`config.mk`:
```
export PLATFORM = sky130hd
export DESIGN_NAME = nvd_top
export DESIGN_NICKNAME = d
export VERILOG_FILES = /design/src/common/nvd_pkg.sv /design/src/common/nvd_dec_if.sv /design/src/hdl/nvd_decode.sv /design/src/hdl/nvd_top.sv
export SDC_FILE = /design/constraint.sdc
export NUM_CORES = 1
export LEC_CHECK = 0
export BUFFER_PORTS_ARGS = -buffer_cell sky130_fd_sc_hd__buf_2
export CELL_PAD_IN_SITES_DETAIL_PLACEMENT = 0
export CELL_PAD_IN_SITES_GLOBAL_PLACEMENT = 1
export CORE_MARGIN = 1
export CORE_UTILIZATION = 46
export CTS_CLUSTER_SIZE = 40
export DETAILED_ROUTE_END_ITERATION = 12
export PLACE_DENSITY = 0.84
export RECOVER_POWER = 100
export SKIP_LAST_GASP = 1
export SYNTH_ARGS = -nofsm -noshare
export SYNTH_HDL_FRONTEND = slang
export SYNTH_SLANG_ARGS = --single-unit
```
`constraint.sdc`:
```
create_clock -name aclk -period 6.5 [get_ports aclk]
set_input_delay 0.325 -clock aclk [delete_from_list [all_inputs] [get_ports aclk]]
set_output_delay 0.325 -clock aclk [all_outputs]
set_load 0.05 [all_outputs]
```
`src/common/nvd_pkg.sv`:
```
// Purpose: Shared constants and types for the non-volatile register
//          command descriptor block.
// Assumes: 32-bit AXI4-Lite data, 8-bit byte address.
// Notes:   Functional notes below; tags mark the logic that keeps them.
// Functional notes
// Bit 31: non-volatile register read supported.
// Bit 30: non-volatile register write supported.
// Bits 29:28: address bytes, codes give 1..4.
// Host sizes register address apart from array.
// Bits 27:26: single-lane dummy none/byte/count/unsupported.
// Bits 3:0: single-lane count, all ones unsupported.
// Bits 25:22: dual-lane dummy cycles, ones unsupported.
// Bits 21:18: quad single-rate dummy cycles.
// Bits 17:14: quad double-rate address/data dummy.
// Bits 13:10: octal single-rate dummy cycles.
// Bits 9:6: octal double-rate dummy cycles.
// Bits 5:4 reserved, reported zero, host ignores.
// Host sequences opcode, address, dummy, data; blocks unsupported.
package nvd_pkg;

   // ----------------------------------------------------------------
   // Register map
   // ----------------------------------------------------------------
   localparam logic [7:0]  NVD_OFS_DESC    = 8'h00;
   localparam logic [7:0]  NVD_OFS_CFG     = 8'h04;
   localparam logic [7:0]  NVD_OFS_DECODE  = 8'h08;
   localparam logic [7:0]  NVD_OFS_LINK    = 8'h0C;
   localparam logic [31:0] NVD_CFG_RST     = 32'h0FFF_FFCF;
   localparam logic [1:0]  NVD_RESP_OKAY   = 2'h0;
   localparam logic [1:0]  NVD_RESP_SLVERR = 2'h2;

   // ----------------------------------------------------------------
   // Descriptor word fields
   // ----------------------------------------------------------------
   localparam int NVD_RD_SUP_BIT   = 31;
   localparam int NVD_WR_SUP_BIT   = 30;
   localparam int NVD_ALEN_LSB     = 28;
   localparam int NVD_D1S_CODE_LSB = 26;
   localparam int NVD_RSV_LSB      = 4;
   localparam int NVD_MODES        = 6;
   // Field base per mode: 1S count, 2S, 4S, 4S-4D, 8S, 8D
   localparam int NVD_MODE_LSB [NVD_MODES] = '{0, 22, 18, 14, 10, 6};
   localparam logic [1:0] NVD_D1S_NONE  = 2'h0;
   localparam logic [1:0] NVD_D1S_BYTE  = 2'h1;
   localparam logic [1:0] NVD_D1S_CNT   = 2'h2;
   localparam logic [1:0] NVD_D1S_UNS   = 2'h3;
   localparam logic [3:0] NVD_DUMMY_UNS = 4'hF;
   localparam logic [3:0] NVD_BYTE_CYC  = 4'h8;

   // ----------------------------------------------------------------
   // Status layouts and link framing
   // ----------------------------------------------------------------
   localparam int NVD_ST_RD_BIT     = 31;
   localparam int NVD_ST_WR_BIT     = 30;
   localparam int NVD_ST_ABYTES_LSB = 27;
   localparam int NVD_ST_MODES_LSB  = 21;
   localparam int NVD_LK_CNT_LSB    = 8;
   localparam logic [4:0] NVD_LAST_BIT = 5'h1F;

   typedef enum logic [2:0] {
      NVD_LK_IDLE  = 3'b001,
      NVD_LK_SHIFT = 3'b010,
      NVD_LK_DONE  = 3'b100
   } nvd_lk_state_t;

   // Dummy field usable unless all ones
   function automatic logic nvd_fld_ok(input logic [3:0] f);
      return f != NVD_DUMMY_UNS;
   endfunction

endpackage

```
`src/common/nvd_dec_if.sv`:
```
// Purpose: Decoded descriptor fields passed from decoder to top.
// Assumes: Combinational producer, single consumer.
// Notes:   Dummy counts read zero for modes unsupported by their own field; the read bit does not clear them.
`timescale 1ns/1ps
interface nvd_dec_if;
   logic             read_ok;
   logic             write_ok;
   logic [2:0]       addr_bytes;
   logic [5:0]       mode_ok;
   logic [5:0][3:0]  dummy;
   modport src (output read_ok, output write_ok, output addr_bytes,
                output mode_ok, output dummy);
   modport snk (input read_ok, input write_ok, input addr_bytes,
                input mode_ok, input dummy);
endinterface

```
`src/hdl/nvd_decode.sv`:
```
// Purpose: Splits the descriptor word into per-mode capabilities.
// Assumes: Word already has reserved bits cleared.
// Notes:   Pure combinational; no state.
`timescale 1ns/1ps
module nvd_decode
   import nvd_pkg::*;
(
   input  wire logic [31:0] word,
   nvd_dec_if.src           dec
);

   // ----------------------------------------------------------------
   // Field decode
   // ----------------------------------------------------------------
   // Modes unsupported by their own field report zero dummy; a clear read bit leaves the dummy counts as stored
   always_comb begin
      logic [3:0] f;
      logic [1:0] code;
      f              = 4'h0;
      code           = word[NVD_D1S_CODE_LSB +: 2];
      dec.read_ok    = word[NVD_RD_SUP_BIT];
      dec.write_ok   = word[NVD_WR_SUP_BIT];
      dec.addr_bytes = {1'b0, word[NVD_ALEN_LSB +: 2]} + 3'h1;
      dec.mode_ok    = 6'h00;
      dec.dummy      = '0;
      // Lanes beyond single share one coding
      for (int m = 1; m < NVD_MODES; m++) begin
         f = word[NVD_MODE_LSB[m] +: 4];
         dec.mode_ok[m] = word[NVD_RD_SUP_BIT] & nvd_fld_ok(f);
         dec.dummy[m]   = nvd_fld_ok(f) ? f : 4'h0;
      end
      // Single lane: byte code, or count field when code asks for it
      f = word[NVD_MODE_LSB[0] +: 4];
      unique case (code)
         NVD_D1S_NONE: begin
            dec.mode_ok[0] = word[NVD_RD_SUP_BIT];
         end
         NVD_D1S_BYTE: begin
            dec.mode_ok[0] = word[NVD_RD_SUP_BIT];
            dec.dummy[0]   = NVD_BYTE_CYC;
         end
         NVD_D1S_CNT: begin
            dec.mode_ok[0] = word[NVD_RD_SUP_BIT] & nvd_fld_ok(f);
            dec.dummy[0]   = nvd_fld_ok(f) ? f : 4'h0;
         end
         NVD_D1S_UNS: begin
            dec.mode_ok[0] = 1'b0;
         end
      endcase
   end

endmodule

```
`src/hdl/nvd_top.sv`:
```
// Purpose: Holds and publishes the non-volatile register command
//          descriptor over AXI4-Lite and a serial read-out link.
// Assumes: Link pins are asynchronous to aclk; link clock is slow
//          against aclk (at least five aclk periods per half cycle).
// Notes:   Word is snapshot at frame start so writes never tear it.
//
// Chosen here: the AXI4-Lite interface to the registers and the register offsets.
`timescale 1ns/1ps
module nvd_top
   import nvd_pkg::*;
(
   input  wire logic        aclk,
   input  wire logic        aresetn,
   input  wire logic [7:0]  s_axi_awaddr,
   input  wire logic        s_axi_awvalid,
   output logic             s_axi_awready,
   input  wire logic [31:0] s_axi_wdata,
   input  wire logic [3:0]  s_axi_wstrb,
   input  wire logic        s_axi_wvalid,
   output logic             s_axi_wready,
   output logic [1:0]       s_axi_bresp,
   output logic             s_axi_bvalid,
   input  wire logic        s_axi_bready,
   input  wire logic [7:0]  s_axi_araddr,
   input  wire logic        s_axi_arvalid,
   output logic             s_axi_arready,
   output logic [31:0]      s_axi_rdata,
   output logic [1:0]       s_axi_rresp,
   output logic             s_axi_rvalid,
   input  wire logic        s_axi_rready,
   input  wire logic        link_clk,
   input  wire logic        link_sel_n,
   output logic             link_dout
);

   // ----------------------------------------------------------------
   // Declarations
   // ----------------------------------------------------------------
   logic [31:0]   cfg_r;
   logic [31:0]   desc_w;
   logic [7:0]    awaddr_r;
   logic [31:0]   wdata_r;
   logic [3:0]    wstrb_r;
   logic          aw_full_r;
   logic          w_full_r;
   logic          aw_take;
   logic          w_take;
   logic          wr_fire;
   logic          aw_full_nxt;
   logic          w_full_nxt;
   logic          bvalid_nxt;
   logic          ar_take;
   logic          rvalid_nxt;
   logic          wr_cfg;
   logic [31:0]   rd_nxt;
   logic          rd_err_nxt;
   logic [2:0]    clk_s_r;
   logic [2:0]    sel_s_r;
   logic          clk_lvl_r;
   logic          sel_lvl_r;
   logic          clk_lvl_nxt;
   logic          sel_lvl_nxt;
   logic          clk_rise;
   logic          sel_fall;
   logic          sel_rise;
   nvd_lk_state_t lk_state_r;
   logic [31:0]   shift_r;
   logic [4:0]    bit_cnt_r;
   logic [7:0]    frames_r;

   nvd_dec_if dec ();

   // ----------------------------------------------------------------
   // Descriptor assembly and decode
   // ----------------------------------------------------------------
   // Reserved pair forced low whatever software stores there
   assign desc_w = {cfg_r[31:NVD_RSV_LSB + 2], 2'b00,
                    cfg_r[NVD_RSV_LSB - 1:0]};

   nvd_decode u_decode (
      .word (desc_w),
      .dec  (dec)
   );

   // ----------------------------------------------------------------
   // AXI4-Lite write path
   // ----------------------------------------------------------------
   // Address and data taken in either order, answer after both
   always_comb begin
      aw_take     = s_axi_awvalid & s_axi_awready;
      w_take      = s_axi_wvalid & s_axi_wready;
      wr_fire     = aw_full_r & w_full_r & ~s_axi_bvalid;
      aw_full_nxt = (aw_full_r | aw_take) & ~wr_fire;
      w_full_nxt  = (w_full_r | w_take) & ~wr_fire;
      bvalid_nxt  = wr_fire | (s_axi_bvalid & ~s_axi_bready);
      wr_cfg      = wr_fire & (awaddr_r == NVD_OFS_CFG);
   end

   // Handshake state; ready stays low while a word is held
   always_ff @(posedge aclk) begin
      if (!aresetn) begin
         aw_full_r     <= 1'b0;
         w_full_r      <= 1'b0;
         s_axi_awready <= 1'b0;
         s_axi_wready  <= 1'b0;
         s_axi_bvalid  <= 1'b0;
      end else begin
         aw_full_r     <= aw_full_nxt;
         w_full_r      <= w_full_nxt;
         s_axi_awready <= ~aw_full_nxt & ~bvalid_nxt;
         s_axi_wready  <= ~w_full_nxt & ~bvalid_nxt;
         s_axi_bvalid  <= bvalid_nxt;
      end
   end

   // Captured payloads
   always_ff @(posedge aclk) begin
      if (!aresetn) begin
         awaddr_r <= 8'h00;
         wdata_r  <= 32'h0000_0000;
         wstrb_r  <= 4'h0;
      end else begin
         if (aw_take) begin
            awaddr_r <= s_axi_awaddr;
         end
         if (w_take) begin
            wdata_r <= s_axi_wdata;
            wstrb_r <= s_axi_wstrb;
         end
      end
   end

   // Only the source word is writable; anything else is refused
   always_ff @(posedge aclk) begin
      if (!aresetn) begin
         s_axi_bresp <= NVD_RESP_OKAY;
      end else if (wr_fire) begin
         s_axi_bresp <= wr_cfg ? NVD_RESP_OKAY : NVD_RESP_SLVERR;
      end
   end

   // Source word, byte lanes honoured
   always_ff @(posedge aclk) begin
      if (!aresetn) begin
         cfg_r <= NVD_CFG_RST;
      end else if (wr_cfg) begin
         for (int b = 0; b < 4; b++) begin
            if (wstrb_r[b]) begin
               cfg_r[b*8 +: 8] <= wdata_r[b*8 +: 8];
            end
         end
      end
   end

   // ----------------------------------------------------------------
   // AXI4-Lite read path
   // ----------------------------------------------------------------
   // Read mux; unmapped offsets answer zero with an error
   always_comb begin
      ar_take    = s_axi_arvalid & s_axi_arready;
      rvalid_nxt = ar_take | (s_axi_rvalid & ~s_axi_rready);
      rd_nxt     = 32'h0000_0000;
      rd_err_nxt = 1'b0;
      unique case (s_axi_araddr)
         NVD_OFS_DESC: begin
            rd_nxt = desc_w;
         end
         NVD_OFS_CFG: begin
            rd_nxt = cfg_r;
         end
         NVD_OFS_DECODE: begin
            rd_nxt[NVD_ST_RD_BIT]           = dec.read_ok;
            rd_nxt[NVD_ST_WR_BIT]           = dec.write_ok;
            rd_nxt[NVD_ST_ABYTES_LSB +: 3]  = dec.addr_bytes;
            rd_nxt[NVD_ST_MODES_LSB +: 6]   = dec.mode_ok;
            rd_nxt[3:0]                     = dec.dummy[0];
         end
         NVD_OFS_LINK: begin
            rd_nxt[0]                       = lk_state_r != NVD_LK_IDLE;
            rd_nxt[NVD_LK_CNT_LSB +: 8]     = frames_r;
         end
         default: begin
            rd_err_nxt = 1'b1;
         end
      endcase
   end

   // Read answer registered in the taking edge
   always_ff @(posedge aclk) begin
      if (!aresetn) begin
         s_axi_arready <= 1'b0;
         s_axi_rvalid  <= 1'b0;
         s_axi_rdata   <= 32'h0000_0000;
         s_axi_rresp   <= NVD_RESP_OKAY;
      end else begin
         s_axi_arready <= ~rvalid_nxt;
         s_axi_rvalid  <= rvalid_nxt;
         if (ar_take) begin
            s_axi_rdata <= rd_nxt;
            s_axi_rresp <= rd_err_nxt ? NVD_RESP_SLVERR : NVD_RESP_OKAY;
         end
      end
   end

   // ----------------------------------------------------------------
   // Link pin synchronisers
   // ----------------------------------------------------------------
   // Three stages; a level is accepted once stages two and three agree
   always_ff @(posedge aclk) begin
      if (!aresetn) begin
         clk_s_r   <= 3'b000;
         sel_s_r   <= 3'b111;
         clk_lvl_r <= 1'b0;
         sel_lvl_r <= 1'b1;
      end else begin
         clk_s_r   <= {clk_s_r[1:0], link_clk};
         sel_s_r   <= {sel_s_r[1:0], link_sel_n};
         clk_lvl_r <= clk_lvl_nxt;
         sel_lvl_r <= sel_lvl_nxt;
      end
   end

   // Edge detection on the accepted levels only
   always_comb begin
      clk_lvl_nxt = (clk_s_r[1] == clk_s_r[2]) ? clk_s_r[2] : clk_lvl_r;
      sel_lvl_nxt = (sel_s_r[1] == sel_s_r[2]) ? sel_s_r[2] : sel_lvl_r;
      clk_rise    = clk_lvl_nxt & ~clk_lvl_r;
      sel_fall    = ~sel_lvl_nxt & sel_lvl_r;
      sel_rise    = sel_lvl_nxt & ~sel_lvl_r;
   end

   // ----------------------------------------------------------------
   // Serial read-out of the descriptor
   // ----------------------------------------------------------------
   // Msb first; host samples on link clock rise, next bit follows
   // that rise, so a bit stands for a whole link period
   always_ff @(posedge aclk) begin
      if (!aresetn) begin
         lk_state_r <= NVD_LK_IDLE;
         shift_r    <= 32'h0000_0000;
         bit_cnt_r  <= 5'h00;
         link_dout  <= 1'b0;
      end else if (sel_rise) begin
         lk_state_r <= NVD_LK_IDLE;
         link_dout  <= 1'b0;
      end else begin
         unique case (lk_state_r)
            NVD_LK_IDLE: begin
               if (sel_fall) begin
                  lk_state_r <= NVD_LK_SHIFT;
                  shift_r    <= desc_w;
                  bit_cnt_r  <= 5'h00;
                  link_dout  <= desc_w[31];
               end
            end
            NVD_LK_SHIFT: begin
               if (clk_rise) begin
                  if (bit_cnt_r == NVD_LAST_BIT) begin
                     lk_state_r <= NVD_LK_DONE;
                     link_dout  <= 1'b0;
                  end else begin
                     shift_r   <= {shift_r[30:0], 1'b0};
                     bit_cnt_r <= bit_cnt_r + 5'h01;
                     link_dout <= shift_r[30];
                  end
               end
            end
            NVD_LK_DONE: begin
               link_dout <= 1'b0;
            end
            default: begin
               lk_state_r <= NVD_LK_IDLE;
               link_dout  <= 1'b0;
            end
         endcase
      end
   end

   // Completed frames, wraps at 255
   always_ff @(posedge aclk) begin
      if (!aresetn) begin
         frames_r <= 8'h00;
      end else if (lk_state_r == NVD_LK_SHIFT && clk_rise
                   && bit_cnt_r == NVD_LAST_BIT && !sel_rise) begin
         frames_r <= frames_r + 8'h01;
      end
   end
endmodule

```
After elaboration in Yosys (flattened, before gate mapping)
Cells that the tools add are included.
W data, S select, Z words.
{ "classes": {"div": 0, "reduce_logical": 18, "mux": 29, "shifts": 0, "magnitude_cmp": 0, "add_sub_neg": 3, "n_eq_ne": 24, "bitwise_logic": 39, "n_mul": 0} }
{ "ops": {"columns": ["cell", "count"], "rows": [
  ["$mux W31", 3],
  ["$pmux W31 S2", 1],
  ["$ne A4 B4 Y1 const B", 6],
  ["$pmux W11 S2", 1],
  ["$and A1 B1 Y1", 21],
  ["$mux W5", 4],
  ["$eq A8 B3 Y1 const B", 2],
  ["$eq A8 B4 Y1 const B", 2],
  ["$pmux W4 S2", 2],
  ["$pmux W8 S2", 1],
  ["$not A1 Y1", 14],
  ["$pmux W5 S2", 1],
  ["$reduce_and A2 Y1", 5],
  ["$mux W3", 3],
  ["$pmux W3 S3", 1],
  ["$add A8 B1 Y8 const B", 1],
  ["$logic_not A8 Y1", 1],
  ["$ne A2 B2 Y1 const B", 3],
  ["$pmux W1 S3", 2],
  ["$pmux W3 S2", 1],
  ["$reduce_or A2 Y1", 3],
  ["$add A5 B1 Y5 const B", 1],
  ["$eq A5 B5 Y1 const B", 1],
  ["$mux W1", 5],
  ["20 further kinds", 28]
]} }
{ "word_totals": {"out_inout_bits": 42, "latch_bits": 0, "ramBits": 0, "regBits": 175, "memories": 0, "rom_bits": 0} }

Logic depth before layout (Yosys ltp)
{ "logic_depth": {"ltp_word": 6, "depth_mapped": 9, "depth_no_buf": 7} }

Cells and area by module
Synthesis repeated with hierarchy kept, for this count alone.
{ "hier_totals": {"cells_unflattened": 834, "area_unflattened_um2": 7292.0} }
{ "by_module_without_submodules": {"columns": ["module", "cells_per_inst", "n_inst", "area_each_um2"], "rows": [
  ["nvd_top", 784, 1, 6940.4],
  ["nvd_decode", 50, 1, 351.6]
]} }

Worst setup path after synthesis
Ideal clock, no wire load.
{ "synth_timing": {"path_type": "register to register", "start": "reg bit_cnt_r[0]", "end": "reg frames_r[7]", "required_time_ps": 6430, "stages_incl_launch_ff": 8, "path_slack_ps": 4444, "setup_time_ps": 70, "arrival_ps": 1985, "period_less_slack_ps": 2056, "path_cell_list": "dfxtp_1 ha_1 and3_1 ha_1 clkbuf_1 nand4_1 or4_1 a21oi_1"} }
{ "synth_between": {"elab_chain_len": 3} }
{ "synth_lines": {"columns": ["element", "line_no", "text"], "rows": [
  ["from (decl)", "nvd_top.sv:68", "logic [4:0] bit_cnt_r;"],
  ["from (signal assigned)", "nvd_top.sv:263", "bit_cnt_r <= bit_cnt_r + 5'h01;"],
  ["$eq A5 B5 Y1", "nvd_top.sv:284", "&& bit_cnt_r == NVD_LAST_BIT && !sel_rise) begin"],
  ["$logic_and A1 B1 Y1 (2 in a row)", "nvd_top.sv:284", null],
  ["to (signal assigned)", "nvd_top.sv:285", "frames_r <= frames_r + 8'h01;"],
  ["to (decl)", "nvd_top.sv:69", "logic [7:0] frames_r;"]
]} }
No other way between the ends.
A chain may end at the register's enable or synchronous reset.

==> metrics.yaml <==
route:
  drt_iter0_drc: 470
  met2RoutedLength_um: 7980
  wl_per_cell_um: 16.4
  antenna_left: 0
  drt_first_pass_iters: 7
  viasPerCell: 5.47
  top_layer: "met4"
  wl_met1_um: 8990
  route.detailed.drc: 0
  vias: 6000
  routed_wl_um: 18000
  wl_met3_um: 750
cells_and_area:
  diodes: 0
  area_growth_pct: 14.2
  layout.nets: 963
  design_area_um2: 8090
  drive_above_1_share: 0.120
  n_fill_cell: 1490
worst_setup_path:
  crit_top_cell: "buf_4"
  critPathArrivalTime_ns: 4.09
  reg2reg_to: "shift_r[28]"
  critical-path-slowest-cell: "clkinvlp_2"
  path_delay_family: "buffers and inverters"
  critPathLaunchType: "input port"
  end_kind: "flip-flop"
  crit_type: "in2reg"
  required_ns: 6.85
  r2r_slack_ns: 3.72
  path_max_fanout: 62
  worstRegToRegCells: 6
  r2r_start: "lk_state_r[1]"
  path_buf_inv: 4
  path_cells: "buf_2, buf_4, clkinvlp_2, buf_4, nor2_1, nand4_1, o21ai_0"
  slowest_delay_ns: 1.79
clock_tree:
  clk_latency_ns: 0.43
  cts_resized: 0
  clockBufferDepth: 2
  cts_setup_buffers: 0
  cts_sinks: 173
  cts_tree: "yes"
  htree_levels: 4
  hold_buffers: 0
  numCtsBuffers: 17
  clock-root-buffer: "clkbuf_16"
  path_clk_slew_ns: 0.07
synth:
  synth_top_area_cell: "dfxtp_1"
  syn-instance-count: 832
  ys.flop_type: "dfxtp_1"
  synth_cell_types: 61
  synth_area_leaders: "dfxtp_1 49%, nand2_1 11%, a21oi_1 7.6%"
  syn_area_um2: 7090
  postSynthAreaPerCell_um2: 8.52
  synth.most_common_cell: "nand2_1"
  seq_area_frac_synth: 0.489
  yosysWarnings: 0
  synth-seq-cells: 173
  synth_edf_count: 0
  ys_async_sr_fraction: 0
  synth.top_cell.area_share: 0.489
  synth_common_cells: "202 x nand2_1, 173 x dfxtp_1, 108 x a21oi_1"
sta:
  finClkSkew_ns: 0.0110
  rsz0062_at_grt: "no"
  clock.fmax_ghz: 0.267
  maxSlewViolCount: 140
  timing.setup.tns_ns: 0
  relSlewSlack: -0.410
  hold_viol: 0
  finalCritPeriodShare: 0.575
  min_period_ns: 3.74
  worstMarginPinSlew_ns: 2.10
  setup_violations: 0
floorplan:
  dieArea_um2: 15900
  die_width_um: 126
  dieHeight_um: 126
  start_util: 0.468
  ios: 103
  num_rows: 45
  core_um2: 15100
global_routing:
  gr-usage-all-layers: 0.236
  antenna_found_initial: 0
  grt_max_degree: 63
  grt_pass1_wl_um: 29300
  overflow: 0
  grt_pass1_vias: 5501
run:
  cap_viol_max_count: 3
hold_path:
  hold_depth: 2
  min-delay-path-class: "in2reg"
  hold_end: "sel_s_r[0]"
  min_from: "link_sel_n"
placed_design:
  dpl-instance-area_um2: 7630
  numPortBuffers: 100
  gp_congestion: 0.764
  dpl.hpwl_um: 11700
power_and_ir_drop:
  pwr_density_cell_nw_per_um2: 310
  ir_drop_uv: 225
  cellLeakagePower_nw: 3.28
run_status:
  failed_checks: "capacitance limit, slew limit"
  status: "finished, violations left"
-- worst max path at each step --
stage	startpoint	to	slack (ns)	cells after the start
2_1_floorplan	bit_cnt_r[0]	frames_r[7]	4.44	7
3_3_place_gp	aresetn	bit_cnt_r[0]	3.64	7
3_5_place_dp	aresetn	bit_cnt_r[0]	3.64	7
4_1_cts	lk_state_r[1]	shift_r[16]	3.98	6
5_1_grt	aresetn	bit_cnt_r[0]	2.33	7
6_report	aresetn	bit_cnt_r[0]	2.76	7
-- stage by stage --
step / hold slack [ns] / setup slack [ns] / instances / utilization / power [mW]
after floorplan: 0.386 / 4.44 / 833 / - / 1.48
after global placement: 0.405 / 3.64 / 1064 / 0.504 / 1.57
after detailed placement: 0.402 / 3.64 / 1064 / 0.504 / 1.57
after CTS: 0.0644 / 3.98 / 1096 / 0.541 / 2.53
after global routing: 0.0757 / 2.33 / 1096 / 0.534 / 2.63
final: 0.0743 / 2.76 / 1096 / 0.534 / 2.51
-- flip-flops by register name, summed over array words and instances, names as in the netlist, 3 cells and up --
name,cells
frames_r,8
wstrb_r,4
s_axi_rdata,32
clk_s_r,3
lk_state_r,3
wdata_r,32
awaddr_r,8
bit_cnt_r,5
cfg_r,32
shift_r,31
sel_s_r,3
-- report_power, final --
part | switching (mW) | internal (mW) | leakage, nW
combinational | 0.235 | 0.122 | 1.60
clock | 0.446 | 0.518 | 0.274
sequential | 0.0504 | 1.14 | 1.40
total | 0.731 | 1.78 | 3.28
-- cell families after synthesis --
| group | Yosys count | synth area share |
|---|---|---|
| compound gates | 199 | 0.176 |
| xor+xnor | 3 | 0.00371 |
| fa+ha+maj | 7 | 0.0124 |
| buf+inv | 76 | 0.0439 |
| flops | 173 | 0.489 |
| mux | 35 | 0.0494 |
| other cells | 1 | 0.000529 |
| simple gates | 338 | 0.226 |
-- routing by layer --
layer,GRT usage,vias to the layer above
li1,-,3047
met2,0.357,139
met1,0.336,2793
met5,0,-
met3,0.0446,21
met4,0.0829,0
-- area by class of cell --
| class | count | area [µm²] | share of cell area |
|---|---|---|---|
| clock inverters | 13 | 105 | 0.0130 |
| clock buffers | 19 | 453 | 0.0560 |
| repair buffers | 109 | 507 | 0.0626 |
| inverters | 10 | 38.8 | 0.00479 |
| multi-input cells | 584 | 3290 | 0.407 |
| well taps | 188 | 235 | 0.0291 |
| flip-flops and latches | 173 | 3460 | 0.428 |
-- placed cells by master (no fill, tap or decap), types with 17 or more instances in the layout --
cell and count:
nand3_1 21, nand2_1 202, clkbuf_1 43, nand4_1 18, a21oi_1 108, a311oi_1 26
o21ai_0 24, nor2_1 32, dfxtp_1 173, clkbuf_16 17, mux2i_1 35, buf_2 60
-- worst register-to-register path, cell delays in order, from the launching register on --
cell and delay (ns):
dfxtp_1 0.49, nor3b_4 0.23, buf_4 0.40, a31oi_1 0.32, nor2_1 0.67, buf_4 0.39
a311oi_1 0.14
Note: power is estimated with default switching activity, not from simulation.
